File: src/design/pir_pkg.sv
package pir_pkg;

  // register indices; byte address is four times the index
  localparam logic [5:0] IDX_PORT_RESET = 6'h06;
  localparam logic [5:0] IDX_IRQ_FLAGS = 6'h07;
  localparam logic [5:0] IDX_IRQ_MASKS = 6'h09;
  localparam logic [5:0] IDX_DIE_REV = 6'h0a;
  localparam logic [5:0] IDX_RLEN_B0 = 6'h0c;
  localparam logic [5:0] IDX_RLEN_B1 = 6'h0d;
  localparam logic [5:0] IDX_RLEN_B2 = 6'h0e;
  localparam logic [5:0] IDX_RLEN_B3 = 6'h0f;
  localparam logic [5:0] IDX_DECOMP_MODE = 6'h10;
  localparam logic [5:0] IDX_PORT_STATUS = 6'h11;

  // reset values
  localparam logic [3:0] RST_PORT_RESET = 4'hf;
  localparam logic [7:0] RST_IRQ_FLAGS = 8'h00;
  localparam logic [7:0] RST_IRQ_MASKS = 8'hff;
  localparam logic [31:0] RST_RLEN = 32'hffffffff;

  // flag bit positions, shared by the flags and masks registers
  localparam int BIT_COMP_END = 0;
  localparam int BIT_DECOMP_END = 1;
  localparam int BIT_LEN_ERR = 2;
  localparam int BIT_COMP_IN_OVF = 4;
  localparam int BIT_DECOMP_IN_OVF = 5;
  localparam int BIT_COMP_OUT_UNF = 6;
  localparam int BIT_DECOMP_OUT_UNF = 7;
  // flags that software clears by writing one
  localparam logic [7:0] W1C_FLAGS = 8'hc7;

  // axi responses
  localparam logic [1:0] RESP_OKAY = 2'h0;
  localparam logic [1:0] RESP_SLVERR = 2'h2;

  // one bit per data port, in port-reset bit order
  typedef struct packed {
    logic decomp_out;
    logic decomp_in;
    logic comp_out;
    logic comp_in;
  } pir_ports_s;

  // same-clock strobes from the fifos and engines
  typedef struct packed {
    logic comp_out_eor_strobe;
    logic decomp_out_byte_strobe;
    logic decomp_out_byte_is_eor;
    logic decomp_out_last_byte;
    logic decomp_in_byte_strobe;
    logic comp_in_write;
    logic comp_in_full;
    logic decomp_in_write;
    logic decomp_in_full;
    logic comp_out_read;
    logic comp_out_empty;
    logic decomp_out_read;
    logic decomp_out_empty;
  } pir_events_s;

endpackage

File: src/design/pir_regs.sv
// How it works
// - port reset register comes up 0x0f, all four fifo port resets asserted
// - each port reset bit holds its fifo and port logic reset until written zero
// - interrupt flags register reads zero after reset
// - compression end flag, bit 0, sets when end codeword leaves compression output
// - decompression end flag, bit 1, sets when last record byte leaves output
// - end, error and underflow flags clear only by writing one
// - length error, bit 2, on early end marker or missing marker at zero
// - length error raised only in decompression mode, never pass-through
// - write to full input fifo sets overflow flag bit 4/5, word dropped
// - input overflow flag clears only through its port reset bit
// - dma request held inactive while port overflow or underflow flag set
// - read of empty output fifo sets underflow flag bit 6/7
// - interrupt mask register reads all ones after reset
// - mask bit one keeps its flag off the interrupt output
// - read-only die revision byte, writes ignored
// - 32-bit record length over four byte registers, all ones after reset
// - decompression mode: counter decrements per byte leaving decompressor
// - pass-through mode: counter decrements per byte entering decompressor
// - counter reloads at zero and at once on top byte write
// - length reads return the counter, not the holding value
// - low three byte writes update holding value only
// - dma requests active low, reported inverted in port status
//
// Design decision made here: the AXI4-Lite slave port.
module pir_regs #(
  parameter logic [7:0] DIE_REVISION = 8'h5a // arbitrary value
) (
  input wire logic aclk,
  input wire logic aresetn,
  input wire logic clk_en,
  // axi4-lite slave
  input wire logic [7:0] s_axi_awaddr,
  input wire logic s_axi_awvalid,
  output logic s_axi_awready,
  input wire logic [31:0] s_axi_wdata,
  input wire logic [3:0] s_axi_wstrb,
  input wire logic s_axi_wvalid,
  output logic s_axi_wready,
  output logic [1:0] s_axi_bresp,
  output logic s_axi_bvalid,
  input wire logic s_axi_bready,
  input wire logic [7:0] s_axi_araddr,
  input wire logic s_axi_arvalid,
  output logic s_axi_arready,
  output logic [31:0] s_axi_rdata,
  output logic [1:0] s_axi_rresp,
  output logic s_axi_rvalid,
  input wire logic s_axi_rready,
  // datapath side
  input wire pir_pkg::pir_events_s events,
  input wire pir_pkg::pir_ports_s dma_req_raw,
  output pir_pkg::pir_ports_s port_reset,
  output pir_pkg::pir_ports_s dma_req_n,
  output logic comp_in_drop,
  output logic decomp_in_drop,
  output logic decomp_record_boundary,
  output logic irq_out_n
);

  // write one register lane-0 byte at the decoded index
  function automatic logic hit(input logic [5:0] idx, input logic [5:0] want, input logic en);
    hit = en && (idx == want);
  endfunction

  // axi state
  logic aw_held_r, aw_held_nxt;
  logic [7:0] aw_addr_r, aw_addr_nxt;
  logic w_held_r, w_held_nxt;
  logic [31:0] w_data_r, w_data_nxt;
  logic [3:0] w_strb_r, w_strb_nxt;
  logic bvalid_r, bvalid_nxt;
  logic [1:0] bresp_r, bresp_nxt;
  logic rvalid_r, rvalid_nxt;
  logic [1:0] rresp_r, rresp_nxt;
  logic [31:0] rdata_r, rdata_nxt;

  // register state
  logic [3:0] port_reset_r, port_reset_nxt;
  logic [7:0] flags_r, flags_nxt;
  logic [7:0] masks_r, masks_nxt;
  logic [31:0] rlen_hold_r, rlen_hold_nxt;
  logic [31:0] rlen_count_r, rlen_count_nxt;
  logic passthrough_r, passthrough_nxt;
  logic [3:0] dma_req_n_r, dma_req_n_nxt;
  logic boundary_r, boundary_nxt;
  logic irq_n_r, irq_n_nxt;

  // decode helpers
  logic do_wr;
  logic wr_en;
  logic [5:0] wr_idx;
  logic [5:0] rd_idx;
  logic wr_mapped;
  logic rd_mapped;
  logic [7:0] wbyte;
  logic ar_take;
  logic [7:0] flag_set;
  logic [7:0] flag_clr;
  logic cnt_evt;
  logic cnt_zero;
  logic len_err;
  logic [3:0] blocked;

  function automatic logic mapped(input logic [7:0] addr);
    logic [5:0] i;
    i = addr[7:2];
    mapped = (i == pir_pkg::IDX_PORT_RESET) || (i == pir_pkg::IDX_IRQ_FLAGS) ||
             (i == pir_pkg::IDX_IRQ_MASKS) || (i == pir_pkg::IDX_DIE_REV) ||
             (i == pir_pkg::IDX_RLEN_B0) || (i == pir_pkg::IDX_RLEN_B1) ||
             (i == pir_pkg::IDX_RLEN_B2) || (i == pir_pkg::IDX_RLEN_B3) ||
             (i == pir_pkg::IDX_DECOMP_MODE) || (i == pir_pkg::IDX_PORT_STATUS);
  endfunction

  // handshakes; a low clock enable stalls every channel
  assign s_axi_awready = clk_en && !aw_held_r && !bvalid_r;
  assign s_axi_wready = clk_en && !w_held_r && !bvalid_r;
  assign s_axi_arready = clk_en && !rvalid_r;
  assign ar_take = s_axi_arvalid && s_axi_arready;
  assign do_wr = clk_en && aw_held_r && w_held_r && !bvalid_r;
  assign wr_idx = aw_addr_r[7:2];
  assign rd_idx = s_axi_araddr[7:2];
  assign wr_mapped = mapped(aw_addr_r);
  assign rd_mapped = mapped(s_axi_araddr);
  // registers are a byte wide, so only lane 0 carries data
  assign wr_en = do_wr && wr_mapped && w_strb_r[0];
  assign wbyte = w_data_r[7:0];

  // outputs straight from flops
  assign s_axi_bvalid = bvalid_r;
  assign s_axi_bresp = bresp_r;
  assign s_axi_rvalid = rvalid_r;
  assign s_axi_rresp = rresp_r;
  assign s_axi_rdata = rdata_r;
  assign port_reset = pir_pkg::pir_ports_s'(port_reset_r);
  assign dma_req_n = pir_pkg::pir_ports_s'(dma_req_n_r);
  assign decomp_record_boundary = boundary_r;
  assign irq_out_n = irq_n_r;

  assign comp_in_drop = events.comp_in_write && events.comp_in_full;
  assign decomp_in_drop = events.decomp_in_write && events.decomp_in_full;

  assign cnt_evt = passthrough_r ? events.decomp_in_byte_strobe : events.decomp_out_byte_strobe;
  // a count of one reaches zero on this byte; zero counts as already there
  assign cnt_zero = cnt_evt && (rlen_count_r <= 32'h00000001);

  assign len_err = !passthrough_r && events.decomp_out_byte_strobe &&
                   (events.decomp_out_byte_is_eor != (rlen_count_r <= 32'h00000001));

  // hardware set sources
  always_comb begin
    flag_set = 8'h00;
    flag_set[pir_pkg::BIT_COMP_END] = events.comp_out_eor_strobe;
    flag_set[pir_pkg::BIT_DECOMP_END] = events.decomp_out_last_byte;
    flag_set[pir_pkg::BIT_LEN_ERR] = len_err;
    flag_set[pir_pkg::BIT_COMP_IN_OVF] = comp_in_drop;
    flag_set[pir_pkg::BIT_DECOMP_IN_OVF] = decomp_in_drop;
    flag_set[pir_pkg::BIT_COMP_OUT_UNF] = events.comp_out_read && events.comp_out_empty;
    flag_set[pir_pkg::BIT_DECOMP_OUT_UNF] = events.decomp_out_read && events.decomp_out_empty;
  end

  // clear sources
  always_comb begin
    flag_clr = 8'h00;
    if (hit(wr_idx, pir_pkg::IDX_IRQ_FLAGS, wr_en)) begin
      flag_clr = wbyte & pir_pkg::W1C_FLAGS;
    end
    flag_clr[pir_pkg::BIT_COMP_IN_OVF] = port_reset_r[0];
    flag_clr[pir_pkg::BIT_DECOMP_IN_OVF] = port_reset_r[2];
  end

  assign blocked = {flags_r[pir_pkg::BIT_DECOMP_OUT_UNF], flags_r[pir_pkg::BIT_DECOMP_IN_OVF],
                    flags_r[pir_pkg::BIT_COMP_OUT_UNF], flags_r[pir_pkg::BIT_COMP_IN_OVF]};

  // axi channel next state
  always_comb begin
    aw_held_nxt = aw_held_r;
    aw_addr_nxt = aw_addr_r;
    w_held_nxt = w_held_r;
    w_data_nxt = w_data_r;
    w_strb_nxt = w_strb_r;
    bvalid_nxt = bvalid_r;
    bresp_nxt = bresp_r;
    rvalid_nxt = rvalid_r;
    rresp_nxt = rresp_r;
    rdata_nxt = rdata_r;
    if (s_axi_awvalid && s_axi_awready) begin
      aw_held_nxt = 1'b1;
      aw_addr_nxt = s_axi_awaddr;
    end
    if (s_axi_wvalid && s_axi_wready) begin
      w_held_nxt = 1'b1;
      w_data_nxt = s_axi_wdata;
      w_strb_nxt = s_axi_wstrb;
    end
    // address and data may arrive in either order
    if (do_wr) begin
      aw_held_nxt = 1'b0;
      w_held_nxt = 1'b0;
      bvalid_nxt = 1'b1;
      bresp_nxt = wr_mapped ? pir_pkg::RESP_OKAY : pir_pkg::RESP_SLVERR;
    end else if (bvalid_r && s_axi_bready) begin
      bvalid_nxt = 1'b0;
    end
    if (ar_take) begin
      rvalid_nxt = 1'b1;
      rresp_nxt = rd_mapped ? pir_pkg::RESP_OKAY : pir_pkg::RESP_SLVERR;
      rdata_nxt = 32'h00000000;
      unique case (rd_idx)
        pir_pkg::IDX_PORT_RESET: rdata_nxt[3:0] = port_reset_r;
        pir_pkg::IDX_IRQ_FLAGS: rdata_nxt[7:0] = flags_r;
        pir_pkg::IDX_IRQ_MASKS: rdata_nxt[7:0] = masks_r;
        pir_pkg::IDX_DIE_REV: rdata_nxt[7:0] = DIE_REVISION;
        pir_pkg::IDX_RLEN_B0: rdata_nxt[7:0] = rlen_count_r[7:0];
        pir_pkg::IDX_RLEN_B1: rdata_nxt[7:0] = rlen_count_r[15:8];
        pir_pkg::IDX_RLEN_B2: rdata_nxt[7:0] = rlen_count_r[23:16];
        pir_pkg::IDX_RLEN_B3: rdata_nxt[7:0] = rlen_count_r[31:24];
        pir_pkg::IDX_DECOMP_MODE: rdata_nxt[0] = passthrough_r;
        pir_pkg::IDX_PORT_STATUS: rdata_nxt[3:0] = ~dma_req_n_r;
        default: rdata_nxt = 32'h00000000;
      endcase
    end else if (rvalid_r && s_axi_rready && clk_en) begin
      rvalid_nxt = 1'b0;
    end
  end

  always_ff @(posedge aclk) begin
    if (!aresetn) begin
      aw_held_r <= 1'b0;
      aw_addr_r <= 8'h00;
      w_held_r <= 1'b0;
      w_data_r <= 32'h00000000;
      w_strb_r <= 4'h0;
      bvalid_r <= 1'b0;
      bresp_r <= pir_pkg::RESP_OKAY;
      rvalid_r <= 1'b0;
      rresp_r <= pir_pkg::RESP_OKAY;
      rdata_r <= 32'h00000000;
    end else if (clk_en) begin
      aw_held_r <= aw_held_nxt;
      aw_addr_r <= aw_addr_nxt;
      w_held_r <= w_held_nxt;
      w_data_r <= w_data_nxt;
      w_strb_r <= w_strb_nxt;
      bvalid_r <= bvalid_nxt;
      bresp_r <= bresp_nxt;
      rvalid_r <= rvalid_nxt;
      rresp_r <= rresp_nxt;
      rdata_r <= rdata_nxt;
    end
  end

  // register file next state
  always_comb begin
    port_reset_nxt = port_reset_r;
    masks_nxt = masks_r;
    rlen_hold_nxt = rlen_hold_r;
    rlen_count_nxt = rlen_count_r;
    passthrough_nxt = passthrough_r;
    // reset bit held until written zero
    if (hit(wr_idx, pir_pkg::IDX_PORT_RESET, wr_en)) begin
      port_reset_nxt = wbyte[3:0];
    end
    if (hit(wr_idx, pir_pkg::IDX_IRQ_MASKS, wr_en)) begin
      masks_nxt = wbyte;
    end
    if (hit(wr_idx, pir_pkg::IDX_DECOMP_MODE, wr_en)) begin
      passthrough_nxt = wbyte[0];
    end
    flags_nxt = flag_set | (flags_r & ~flag_clr);
    // low bytes only prearm the holding value
    if (hit(wr_idx, pir_pkg::IDX_RLEN_B0, wr_en)) begin
      rlen_hold_nxt[7:0] = wbyte;
    end
    if (hit(wr_idx, pir_pkg::IDX_RLEN_B1, wr_en)) begin
      rlen_hold_nxt[15:8] = wbyte;
    end
    if (hit(wr_idx, pir_pkg::IDX_RLEN_B2, wr_en)) begin
      rlen_hold_nxt[23:16] = wbyte;
    end
    // reload at zero or on top byte write
    if (hit(wr_idx, pir_pkg::IDX_RLEN_B3, wr_en)) begin
      rlen_hold_nxt[31:24] = wbyte;
      rlen_count_nxt = rlen_hold_nxt;
    end else if (cnt_zero) begin
      rlen_count_nxt = rlen_hold_r;
    end else if (cnt_evt) begin
      rlen_count_nxt = rlen_count_r - 32'h00000001;
    end
    boundary_nxt = cnt_zero;
    dma_req_n_nxt = ~(dma_req_raw & ~blocked);
    irq_n_nxt = ~|(flags_nxt & ~masks_nxt);
  end

  always_ff @(posedge aclk) begin
    if (!aresetn) begin
      port_reset_r <= pir_pkg::RST_PORT_RESET;
      flags_r <= pir_pkg::RST_IRQ_FLAGS;
      masks_r <= pir_pkg::RST_IRQ_MASKS;
      rlen_hold_r <= pir_pkg::RST_RLEN;
      rlen_count_r <= pir_pkg::RST_RLEN;
      passthrough_r <= 1'b0;
      dma_req_n_r <= 4'hf;
      boundary_r <= 1'b0;
      irq_n_r <= 1'b1;
    end else if (clk_en) begin
      port_reset_r <= port_reset_nxt;
      flags_r <= flags_nxt;
      masks_r <= masks_nxt;
      rlen_hold_r <= rlen_hold_nxt;
      rlen_count_r <= rlen_count_nxt;
      passthrough_r <= passthrough_nxt;
      dma_req_n_r <= dma_req_n_nxt;
      boundary_r <= boundary_nxt;
      irq_n_r <= irq_n_nxt;
    end
  end

endmodule
File: config.mk
export PLATFORM = sky130hd
export DESIGN_NAME = pir_regs
export DESIGN_NICKNAME = d
export VERILOG_FILES = /design/src/design/pir_pkg.sv /design/src/design/pir_regs.sv
export SDC_FILE = /design/constraint.sdc
export NUM_CORES = 1
export LEC_CHECK = 0
export BUFFER_PORTS_ARGS = -buffer_cell sky130_fd_sc_hd__clkbuf_2
export CAP_MARGIN = 20
export CORE_UTILIZATION = 29
export DETAILED_ROUTE_END_ITERATION = 7
export GPL_TIMING_DRIVEN = 0
export PLACE_DENSITY = 0.49
export SLEW_MARGIN = 20
export SYNTH_ARGS = -nofsm -noshare
export SYNTH_HDL_FRONTEND = slang
export SYNTH_SLANG_ARGS = --single-unit
export TNS_END_PERCENT = 30
File: constraint.sdc
create_clock -name aclk -period 3.36 [get_ports aclk]
set_clock_uncertainty 0.15 [all_clocks]
set_input_delay 0.168 -clock aclk [delete_from_list [all_inputs] [get_ports aclk]]
set_output_delay 0.168 -clock aclk [all_outputs]
set_load 0.005 [all_outputs]
Yosys cells after proc, flatten, opt, wreduce, memory -nomap -nowiden. Index checks and enable logic that the tools add are counted.

Output and inout bits: 53. Bits in registers: 124. Word-level logic and storage cells: 147.

Add/sub/neg operators: 1. Reduce and logical (&&, ||, !) cells: 73. Bitwise operators: 9. Muxes and demuxes: 22. Equality and inequality tests: 21. Order comparisons: 1.

Operator list (count): 32-bit two-way mux (3); 6-bit by 4-bit equality test with 1-bit output, second input constant (12); 8-bit two-way mux (5); 32-bit by 1-bit <= comparator with 1-bit output, second input constant (1); 32-bit by 1-bit subtractor with 32-bit output, second input constant (1); 1-bit logical AND (31); 4-bit case mux with 7 select lines (1); 3-bit case mux with 9 select lines (1); 6-bit by 3-bit equality test with 1-bit output, second input constant (4); 6-bit by 5-bit equality test with 1-bit output, second input constant (4); 2-bit AND reduction (12); 1-bit logical OR (18); 8-bit bitwise AND (2); 8-bit inverter (2); 4-bit inverter (3); 1-bit two-way mux (9); 1-bit case mux with 9 select lines (1); 8-bit bitwise OR (1); 2-bit nonzero test (4); 8-bit OR reduction (1); 1-bit logical NOT (6); 4-bit bitwise AND (1); 2-bit two-way mux (2); 3-bit nonzero test (1); 1-bit != test (1).

Logic depth before layout (Yosys ltp). Gate-level depths: netlist of run 1.

Depth in word-level cells: 20. Mapped depth: 10. Gate-level depth less buffers: 8.

Least setup slack after synthesis of run 1. Ideal clock, no wire load.

Path type: reg-to-reg. Start: reg rlen_count_r[27]. End: reg rlen_count_r[15]. Path buffers: 2. Setup slack: 0.791 ns. Arrival time: 2.295 ns. Data required time: 3.086 ns. Library setup time: 0.124 ns. Stages on the path, launching flop included: 9. Path through: dfxtp_1 -> or4_2 -> nor4_4 -> nand4_4 -> and2_4 -> buf_6 -> buf_8 -> a221oi_2 -> o21ai_1.

Cells in the longest elaborated chain, start to end: 4. Elaborated cells on any way between the ends: 6. Those cells by class: order compare (1); mux (2); reduce/logical (3).

RTL lines: start, declared (RTL line pir_regs.sv:83) `logic [31:0] rlen_count_r, rlen_count_nxt;`; start signal, assigned (RTL line pir_regs.sv:301) `rlen_count_r <= pir_pkg::RST_RLEN;`; start signal, assigned (RTL line pir_regs.sv:311) `rlen_count_r <= rlen_count_nxt;`; 32-bit by 1-bit <= comparator with 1-bit output * (RTL line pir_regs.sv:145) `assign cnt_zero = cnt_evt && (rlen_count_r <= 32'h00000001);`; 1-bit logical AND * (RTL line pir_regs.sv:145); 3-bit nonzero test (no line) or 32-bit two-way mux (tied branches); 2-bit AND reduction (no line) or 32-bit two-way mux (tied branches).

Mark *: on every way between the ends. The rest lies on a longest branch, timed or not. A chain may end at the register's enable or synchronous reset.

Worst setup path after layout of run 1.
Start: reg rlen_count_r[9]. End: reg rlen_count_r[21].

Cells in the longest elaborated chain, start to end: 4. Elaborated cells on any way between the ends: 8. Those cells by class: add/sub (1); order compare (1); mux (3); reduce/logical (3).

RTL lines (RTL line): 32-bit by 1-bit subtractor with 32-bit output or 32-bit by 1-bit <= comparator with 1-bit output (tied branches) (pir_regs.sv:288, pir_regs.sv:145); 32-bit two-way mux or 1-bit logical AND (tied branches) (pir_regs.sv:287, pir_regs.sv:145); 32-bit two-way mux or 3-bit nonzero test (tied branches); 32-bit two-way mux or 2-bit AND reduction (tied branches).

Several ways; a longest one is shown, not always the timed one. The select of a mux whose other input is x is not followed.

==> results.json, run 1 <==
{
  "period_share": 0.953,
  "preCtsSetupSlack_ns": 0.265,
  "wl_met2_um": 10600,
  "required_ns": 3.50,
  "rsz0062_at_grt": "false",
  "fin_hold_ws_ns": 0.0179,
  "wl_met1_um": 11600,
  "initial_utilization": 0.299,
  "final_common_cell": "nand2_1",
  "synthTopCellsByArea": "dfxtp_1 (36%), mux2i_1 (7.1%), nand2_1 (6.9%)",
  "syn-cell-area_mm2": 0.00659,
  "yosys.cell_types.count": 83,
  "async_reset_ff_frac": 0,
  "stdcell_count": 1241,
  "seq_area_frac_synth": 0.361,
  "fmax_mhz": 312,
  "grt_overflow": 0,
  "reg2reg_setup_slack_ns": 0.16,
  "numCtsBuffers": 17,
  "clock_sinks": 119,
  "endpoint_kind": "flip-flop",
  "p_leak_uw": 0.00337,
  "dr.pass1.iters": 7,
  "post_drt_wl_per_cell_um": 20.0,
  "ys_warn_count": 0,
  "routed-wl-met3_um": 1720,
  "io_pins": 130,
  "critPathKind": "flip-flop to flip-flop",
  "grt_pass1_wl_um": 37900,
  "grt_pass1_vias": 6290,
  "maxCapViolCount": 0,
  "status": "finished, violations left",
  "port_buffers": 71,
  "diodes": 0,
  "power.density_mw_per_mm2": 448,
  "drtAntennaViolNets": 0,
  "antenna_found_initial": 0,
  "hold_viol": 0,
  "die_area_mm2": 0.0233,
  "syn_inst": 808,
  "gp_routability_congestion": 0.918,
  "vias": 6702,
  "critPathLaunchType": "flip-flop",
  "fin_crit_ns": 3.20,
  "finalSetupViolations": 0,
  "clock_latency_ns": 0.42,
  "whs_path_depth": 4,
  "synth_edf_count": 0,
  "die_x_um": 153,
  "violations": "DRC",
  "layout_setup_ws_ns": 0.159,
  "cp_max_fo": 9,
  "clock-root-buffer": "clkbuf_16",
  "r2r_cells": 7,
  "dp_hpwl_um": 18000,
  "postCtsSetupBuffers": 0,
  "drc": 5,
  "core-area_mm2": 0.0220,
  "cts-htree-levels": 4,
  "grt_max_degree": 17,
  "relSlewSlack": 0.317,
  "maxUsedRoutingLayer": "met4",
  "synth.top_cell.area_share": 0.361,
  "hp-class": "input pin to flip-flop",
  "area_delta_synth_final_pct": 25.1,
  "synth-seq-cells": 119,
  "cts_tree": "built",
  "routed_wl_um": 24800,
  "cp.arrival_ns": 3.34,
  "clockBufferDepth": 2,
  "via_per_inst": 5.40,
  "fin_tns_setup_ns": 0,
  "worst_pin_slew_ns": 1.03,
  "rows": 54,
  "maxSlewViolCount": 0,
  "die_h_um": 153,
  "peakVddDrop_mv": 0.273,
  "cts.clk_slew.worst_paths_ns": 0.06,
  "grtUsageTotal": 0.214,
  "mostFrequentLayoutCells": "nand2_1 (121), dfxtp_1 (119), clkbuf_2 (71)",
  "placed_area_mm2": 0.00739,
  "n_fill_cell": 2343,
  "layout.nets": 1027,
  "drive_above_1_share": 0.174,
  "final_cell_area_mm2": 0.00825,
  "dp_cells": 1184,
  "synth_top_flop_cell": "dfxtp_1",
  "yosys.area.top_type": "dfxtp_1",
  "drt_iter0_markers": 649,
  "postSynthAreaPerCell_um2": 8.16
}
## cells by family after synthesis
kind of cell    share of synthesized area
compound gates                      0.199
xor+xnor                          0.00664
fa+ha+maj                         0.00380
buf+inv                            0.0774
flops                               0.361
mux                                0.0913
other cells                      0.000569
simple gates                        0.260
## registers in the layout (all words and copies together), names as in the netlist, named ones only
signal and count:
s_axi_bresp 1, w_data_r 8, irq_out_n 1, rlen_hold_r 32, rlen_count_r 32, s_axi_rresp 1
s_axi_rvalid 1, passthrough_r 1, w_strb_r 1, decomp_record_boundary 1, aw_addr_r 6, s_axi_rdata 8
aw_held_r 1, dma_req_n 4, masks_r 7, flags_r 7, w_held_r 1, port_reset 4
s_axi_bvalid 1
## what timing repair did
item                                   CTS  global route
endpoints found under the hold margin   24             0
resized for setup                        0             0
hold buffers                            25             0
## metrics by stage
stage	power (uW)	utilization
5_1_grt	3810	0.374
2_1_floorplan	1680	-
3_5_place_dp	1810	0.336
3_3_place_gp	1810	0.336
6_report	3700	0.374
4_1_cts	3720	0.374
## routing by layer
metal	vias to the layer above	global-route usage
met3	55	0.0415
met1	3166	0.296
met5	-	0
li1	3194	-
met4	0	0.0914
met2	287	0.324
## worst max-delay path, cell delays in order, from the launching register on
cell and delay [ns]:
dfxtp_1 0.29, clkbuf_1 0.22, or4_1 0.66, nor4_1 0.78
nand2_1 0.26, o41a_2 0.42, o211ai_1 0.19, a22oi_1 0.09
## synth_stat cells (5+ instances only)
cell type,number
nor2b_1,11
clkbuf_1,43
mux2i_1,47
nor3b_1,5
a211oi_1,5
nand2_1,121
nand2b_1,5
dfxtp_1,119
a21oi_1,52
o211ai_1,10
a22oi_1,9
nand4_1,14
o221ai_1,8
nor2_1,69
inv_1,10
and2_1,10
o21ai_0,48
nor4_1,17
o31ai_1,5
buf_4,26
nand3b_1,7
nand3_1,25
nor3_1,15
or4_1,7
## power breakdown
part           switching, uW  internal (uW)  leakage (uW)
clock                    721           1170      0.000291
sequential              38.5           1440      0.000968
combinational            189            135       0.00211
total                    949           2750       0.00337
## path summary, 6_finish.rpt
kind,startpoint,to
hold reg to reg,rlen_hold_r[24],rlen_hold_r[24]
hold / removal,events[0],flags_r[7]
setup / recovery,rlen_count_r[9],rlen_count_r[21]
setup reg to reg,rlen_count_r[9],rlen_count_r[21]
## final cells by class
cell class / instances / area (um^2) / area share
Inverter: 10 / 37.5 / 0.00455
Buffer: 82 / 473 / 0.0573
Sequential cell: 119 / 2380 / 0.289
Multi-Input combinational cell: 622 / 3790 / 0.460
Clock inverter: 14 / 176 / 0.0214
Clock buffer: 18 / 429 / 0.0520
Timing Repair Buffer: 96 / 606 / 0.0734
Tap cell: 280 / 350 / 0.0425
Note: power is estimated with default switching activity, not from simulation.
==> inputs of run 2 (changes only) <==
Settings changed: CTS_BUF_LIST set to sky130_fd_sc_hd__clkbuf_16.
==> run 2 against run 1 <==
Against the previous run: the flow still finishes with violations (DRC); total power is essentially flat; worst setup slack improved by 0.0018 ns; register-to-register slack barely moved; wire length up 0.15%; combinational power barely moved; flip-flop and latch count is the same; highest routed layer unchanged.
==> results.json, run 2 (same netlist as run 1, synthesis figures left out) <==
{
  "via_per_inst": 5.41,
  "vias": 6713,
  "dp_cells": 1184,
  "fin_crit_ns": 3.20,
  "power.density_mw_per_mm2": 448,
  "port_buffers": 71,
  "grt_overflow": 0,
  "clockBufferDepth": 2,
  "r2r_cells": 7,
  "gp_routability_congestion": 0.918,
  "endpoint_kind": "flip-flop",
  "cp.arrival_ns": 3.34,
  "cts.clk_slew.worst_paths_ns": 0.06,
  "grtUsageTotal": 0.214,
  "r2r-end": "rlen_count_r[21]",
  "numCtsBuffers": 17,
  "reg_top3": "rlen_count_r: 32 flops, rlen_hold_r: 32 flops",
  "p_leak_uw": 0.00337,
  "internal-power_uw": 2750,
  "hp-class": "input pin to flip-flop",
  "grt_max_degree": 17,
  "area_delta_synth_final_pct": 25.1,
  "cts-htree-levels": 4,
  "fmax_mhz": 313,
  "status": "finished, violations left",
  "grt_pass1_vias": 6290,
  "cpMaxStageDelayCell": "nor4_1",
  "stdcell_count": 1241,
  "crit_chain": "clkbuf_1 > or4_1 > nor4_1 > nand2_1 > o41a_2 > o211ai_1 > a22oi_1",
  "maxCapViolCount": 0,
  "layout_setup_ws_ns": 0.161,
  "rows": 54,
  "finalSetupViolations": 0,
  "layout.nets": 1027,
  "grt_pass1_wl_um": 37900,
  "dr.pass1.iters": 7,
  "hold_path_end": "flags_r[7]",
  "die_x_um": 153,
  "peakVddDrop_mv": 0.273,
  "post_drt_wl_per_cell_um": 20.0,
  "core-area_mm2": 0.0220,
  "clock_latency_ns": 0.42,
  "p_clk_frac": 0.512,
  "maxSlewViolCount": 0,
  "p_sw_uw": 949,
  "die_area_mm2": 0.0233,
  "diodes": 0,
  "rsz0062_at_grt": "false",
  "violations": "DRC",
  "final_common_cell": "nand2_1",
  "mostFrequentLayoutCells": "nand2_1 (121), dfxtp_1 (119), clkbuf_2 (71)",
  "worst_pin_slew_ns": 1.03,
  "reg2reg_setup_slack_ns": 0.16,
  "routed_wl_um": 24800,
  "die_h_um": 153,
  "relSlewSlack": 0.316,
  "antenna_found_initial": 0,
  "cp_max_fo": 9,
  "hold_viol": 0,
  "drc": 5,
  "clock_sinks": 119,
  "cts_tree": "built",
  "fin_hold_ws_ns": 0.0177,
  "power_frac_seq": 0.401,
  "crit_path_max_incr_delay_ns": 0.78,
  "period_share": 0.952,
  "drtAntennaViolNets": 0,
  "combPwrFrac": 0.088,
  "whs_path_depth": 4,
  "clock-root-buffer": "clkbuf_16",
  "drt_iter0_markers": 649,
  "regToRegStartpoint": "rlen_count_r[9]",
  "cts_resized": 0,
  "dp_hpwl_um": 18000,
  "p_sw_frac": 0.257,
  "critPathKind": "flip-flop to flip-flop",
  "fin_tns_setup_ns": 0,
  "min_from": "events[0]",
  "drive_above_1_share": 0.174,
  "required_ns": 3.50,
  "seq_area_mm2": 0.00238,
  "io_pins": 130,
  "multiInputGateArea_mm2": 0.00379,
  "n_fill_cell": 2343,
  "preCtsSetupSlack_ns": 0.265,
  "initial_utilization": 0.299,
  "critPathLaunchType": "flip-flop"
}
run 2: worst max-delay path, delay by kind of cell (launching register included):
| kind | cells | cell delay (ns) |
|---|---|---|
| AND/OR/NAND/NOR | 3 | 1.70 |
| flip-flops | 1 | 0.29 |
| AO/OA/AOI/OAI | 3 | 0.70 |
| buffers and inverters | 1 | 0.22 |
run 2: through the flow:
stage | total power [uW] | cell area [um^2] | util
floorplan | 1680 | 6690 | -
detailed placement | 1810 | 7390 | 0.336
CTS | 3720 | 8250 | 0.374
global placement | 1810 | 7390 | 0.336
finish | 3690 | 8250 | 0.374
global route | 3810 | 8250 | 0.374
run 2: how the worst max path moves through the flow:
stage,from,end,depth (start not counted)
global route,rlen_count_r[9],rlen_count_r[10],7
global placement,rlen_count_r[9],rlen_count_r[21],7
floorplan,rlen_count_r[27],rlen_count_r[15],8
detailed placement,rlen_count_r[9],rlen_count_r[10],7
finish,rlen_count_r[9],rlen_count_r[21],7
CTS,rlen_count_r[9],rlen_count_r[10],7
run 2: area by class of cell:
type,instances,area share
sequential,119,0.289
clock buffer,17,0.0516
tap,280,0.0425
timing repair buffer,96,0.0734
inverter,10,0.00455
multi-input combinational,622,0.460
buffer,82,0.0573
clock inverter,15,0.0218
run 2: metal layers:
layer | part of all wire | vias to the layer above | GRT usage
met5 | 0 | - | 0
met4 | 0.034 | 0 | 0.0914
met3 | 0.069 | 55 | 0.0415
met2 | 0.43 | 287 | 0.324
met1 | 0.47 | 3177 | 0.296
li1 | - | 3194 | -
run 2: power by group through the flow:
stage               clock, uW  sequential (uW)  combinational (uW)
floorplan                   0             1490                 182
global route             1970             1480                 354
detailed placement          0             1510                 298
global placement            0             1510                 297
finish                   1890             1480                 323
CTS                      1920             1480                 322
run 2: repair_timing:
item,CTS,global route
hold buffers,25,0
hold endpoints to repair,24,0
setup buffers,0,0
==> inputs of run 3 (changes only) <==
Settings changed: CORE_UTILIZATION 29 to 30, HOLD_SLACK_MARGIN set to 0.12, PLACE_DENSITY 0.49 to 0.51.
==> run 3 against run 2 <==
Against the previous run: the run now ends clean; worst hold slack better by 0.089 ns; combinational power rose by 6.5%; sequential power barely moved; register-to-register slack worse by 0.05 ns; worst setup slack got worse by 0.049 ns; critical path depth is 1 lower; critical endpoint is now rlen_count_r[18]; highest routed layer unchanged.
==> results.json, run 3 (same netlist as run 1, synthesis figures left out) <==
{
  "fin_crit_ns": 3.25,
  "rows": 53,
  "final_core_util": 0.397,
  "power.density_mw_per_mm2": 447,
  "worst_pin_slew_ns": 1.00,
  "dp_hpwl_um": 18000,
  "vias": 6859,
  "grt_pass1_vias": 6380,
  "post_drt_wl_per_cell_um": 20.1,
  "postCtsSetupBuffers": 0,
  "die_h_um": 150,
  "final_common_cell": "nand2_1",
  "hold_viol": 0,
  "grt_overflow": 0,
  "antenna_found_initial": 0,
  "finalPower_uw": 3770,
  "numCtsBuffers": 17,
  "clock-root-buffer": "clkbuf_16",
  "io_pins": 130,
  "endpoint_kind": "flip-flop",
  "die_x_um": 150,
  "relSlewSlack": 0.331,
  "initial_utilization": 0.310,
  "drive_above_1_share": 0.172,
  "peakVddDrop_mv": 0.368,
  "cts-htree-levels": 4,
  "p_leak_uw": 0.00348,
  "dr.pass1.iters": 6,
  "reg_top3": "rlen_count_r: 32 flops, rlen_hold_r: 32 flops",
  "via_per_inst": 5.47,
  "gp_routability_congestion": 0.930,
  "clock_sinks": 119,
  "fmax_mhz": 308,
  "diodes": 0,
  "port_buffers": 71,
  "finalSetupViolations": 0,
  "drtAntennaViolNets": 0,
  "rsz0062_at_grt": "false",
  "core-area_mm2": 0.0213,
  "mostFrequentLayoutCells": "nand2_1 (121), dfxtp_1 (119), clkbuf_2 (71)",
  "maxSlewViolCount": 0,
  "die_area_mm2": 0.0226,
  "cp_max_fo": 8,
  "critPathKind": "flip-flop to flip-flop",
  "area_delta_synth_final_pct": 28.1,
  "routed_wl_um": 25200,
  "critPathLaunchType": "flip-flop",
  "layout.nets": 1046,
  "period_share": 0.967,
  "clock_latency_ns": 0.43,
  "drt_iter0_markers": 610,
  "fin_hold_ws_ns": 0.107,
  "cts_tree": "built",
  "cts.clk_slew.worst_paths_ns": 0.07,
  "hp-class": "input pin to flip-flop",
  "status": "complete, no violations",
  "grtUsageTotal": 0.230,
  "clockBufferDepth": 2,
  "grt_max_degree": 17,
  "maxCapViolCount": 0,
  "grt_pass1_wl_um": 38200,
  "required_ns": 3.50,
  "fin_tns_setup_ns": 0,
  "cp.arrival_ns": 3.38,
  "drc": 0
}
## run 3: power breakdown
part	internal [uW]	switching, uW
combinational	149	196
sequential	1440	39.6
clock	1180	767
total	2770	1000
## run 3: path summary, 6_finish.rpt
check,startpoint,end,slack [ns],cells after the start
setup / recovery,aw_addr_r[3],rlen_count_r[18],0.11,6
hold / removal,s_axi_wvalid,w_data_r[3],0.11,4
setup reg to reg,aw_addr_r[3],rlen_count_r[18],0.11,6
hold reg to reg,rlen_hold_r[24],rlen_hold_r[24],0.30,2
## run 3: routing by layer
metal / part of all wire / global-route usage / up-vias
met5: 0 / 0 / -
met4: 0.022 / 0.0803 / 0
met3: 0.081 / 0.0536 / 37
met2: 0.44 / 0.344 / 307
met1: 0.46 / 0.321 / 3275
li1: - / - / 3240
## run 3: worst max-delay path, cell delays in order, from the launching register on
cell and delay, ns:
dfxtp_1 0.47, nor4bb_1 0.87, nand4_1 0.81, mux2i_1 0.42
o21ai_0 0.14, o32ai_1 0.16, nand2_1 0.08
## run 3: final cells by class
type | instances | area (um^2)
Clock inverter | 15 | 193
Timing Repair Buffer | 115 | 796
Inverter | 10 | 37.5
Sequential cell | 119 | 2380
Multi-Input combinational cell | 622 | 3800
Tap cell | 275 | 344
Buffer | 82 | 473
Clock buffer | 17 | 425
Fill cell | 2230 | 12800
## run 3: timing repair
item | in CTS | in global routing
gates resized for setup | 0 | 1
endpoints found under the hold margin | 35 | 0
hold buffers | 44 | 0
endpoints found under the setup margin | 0 | 1
## run 3: metrics by stage
stage	cells	worst slack [ns]	cell area, um^2
after floorplan	833	0.791	6690
after global placement	1179	0.231	7390
after detailed placement	1179	0.225	7390
after CTS	1255	0.204	8440
after global routing	1255	0.00133	8450
final	1255	0.112	8450
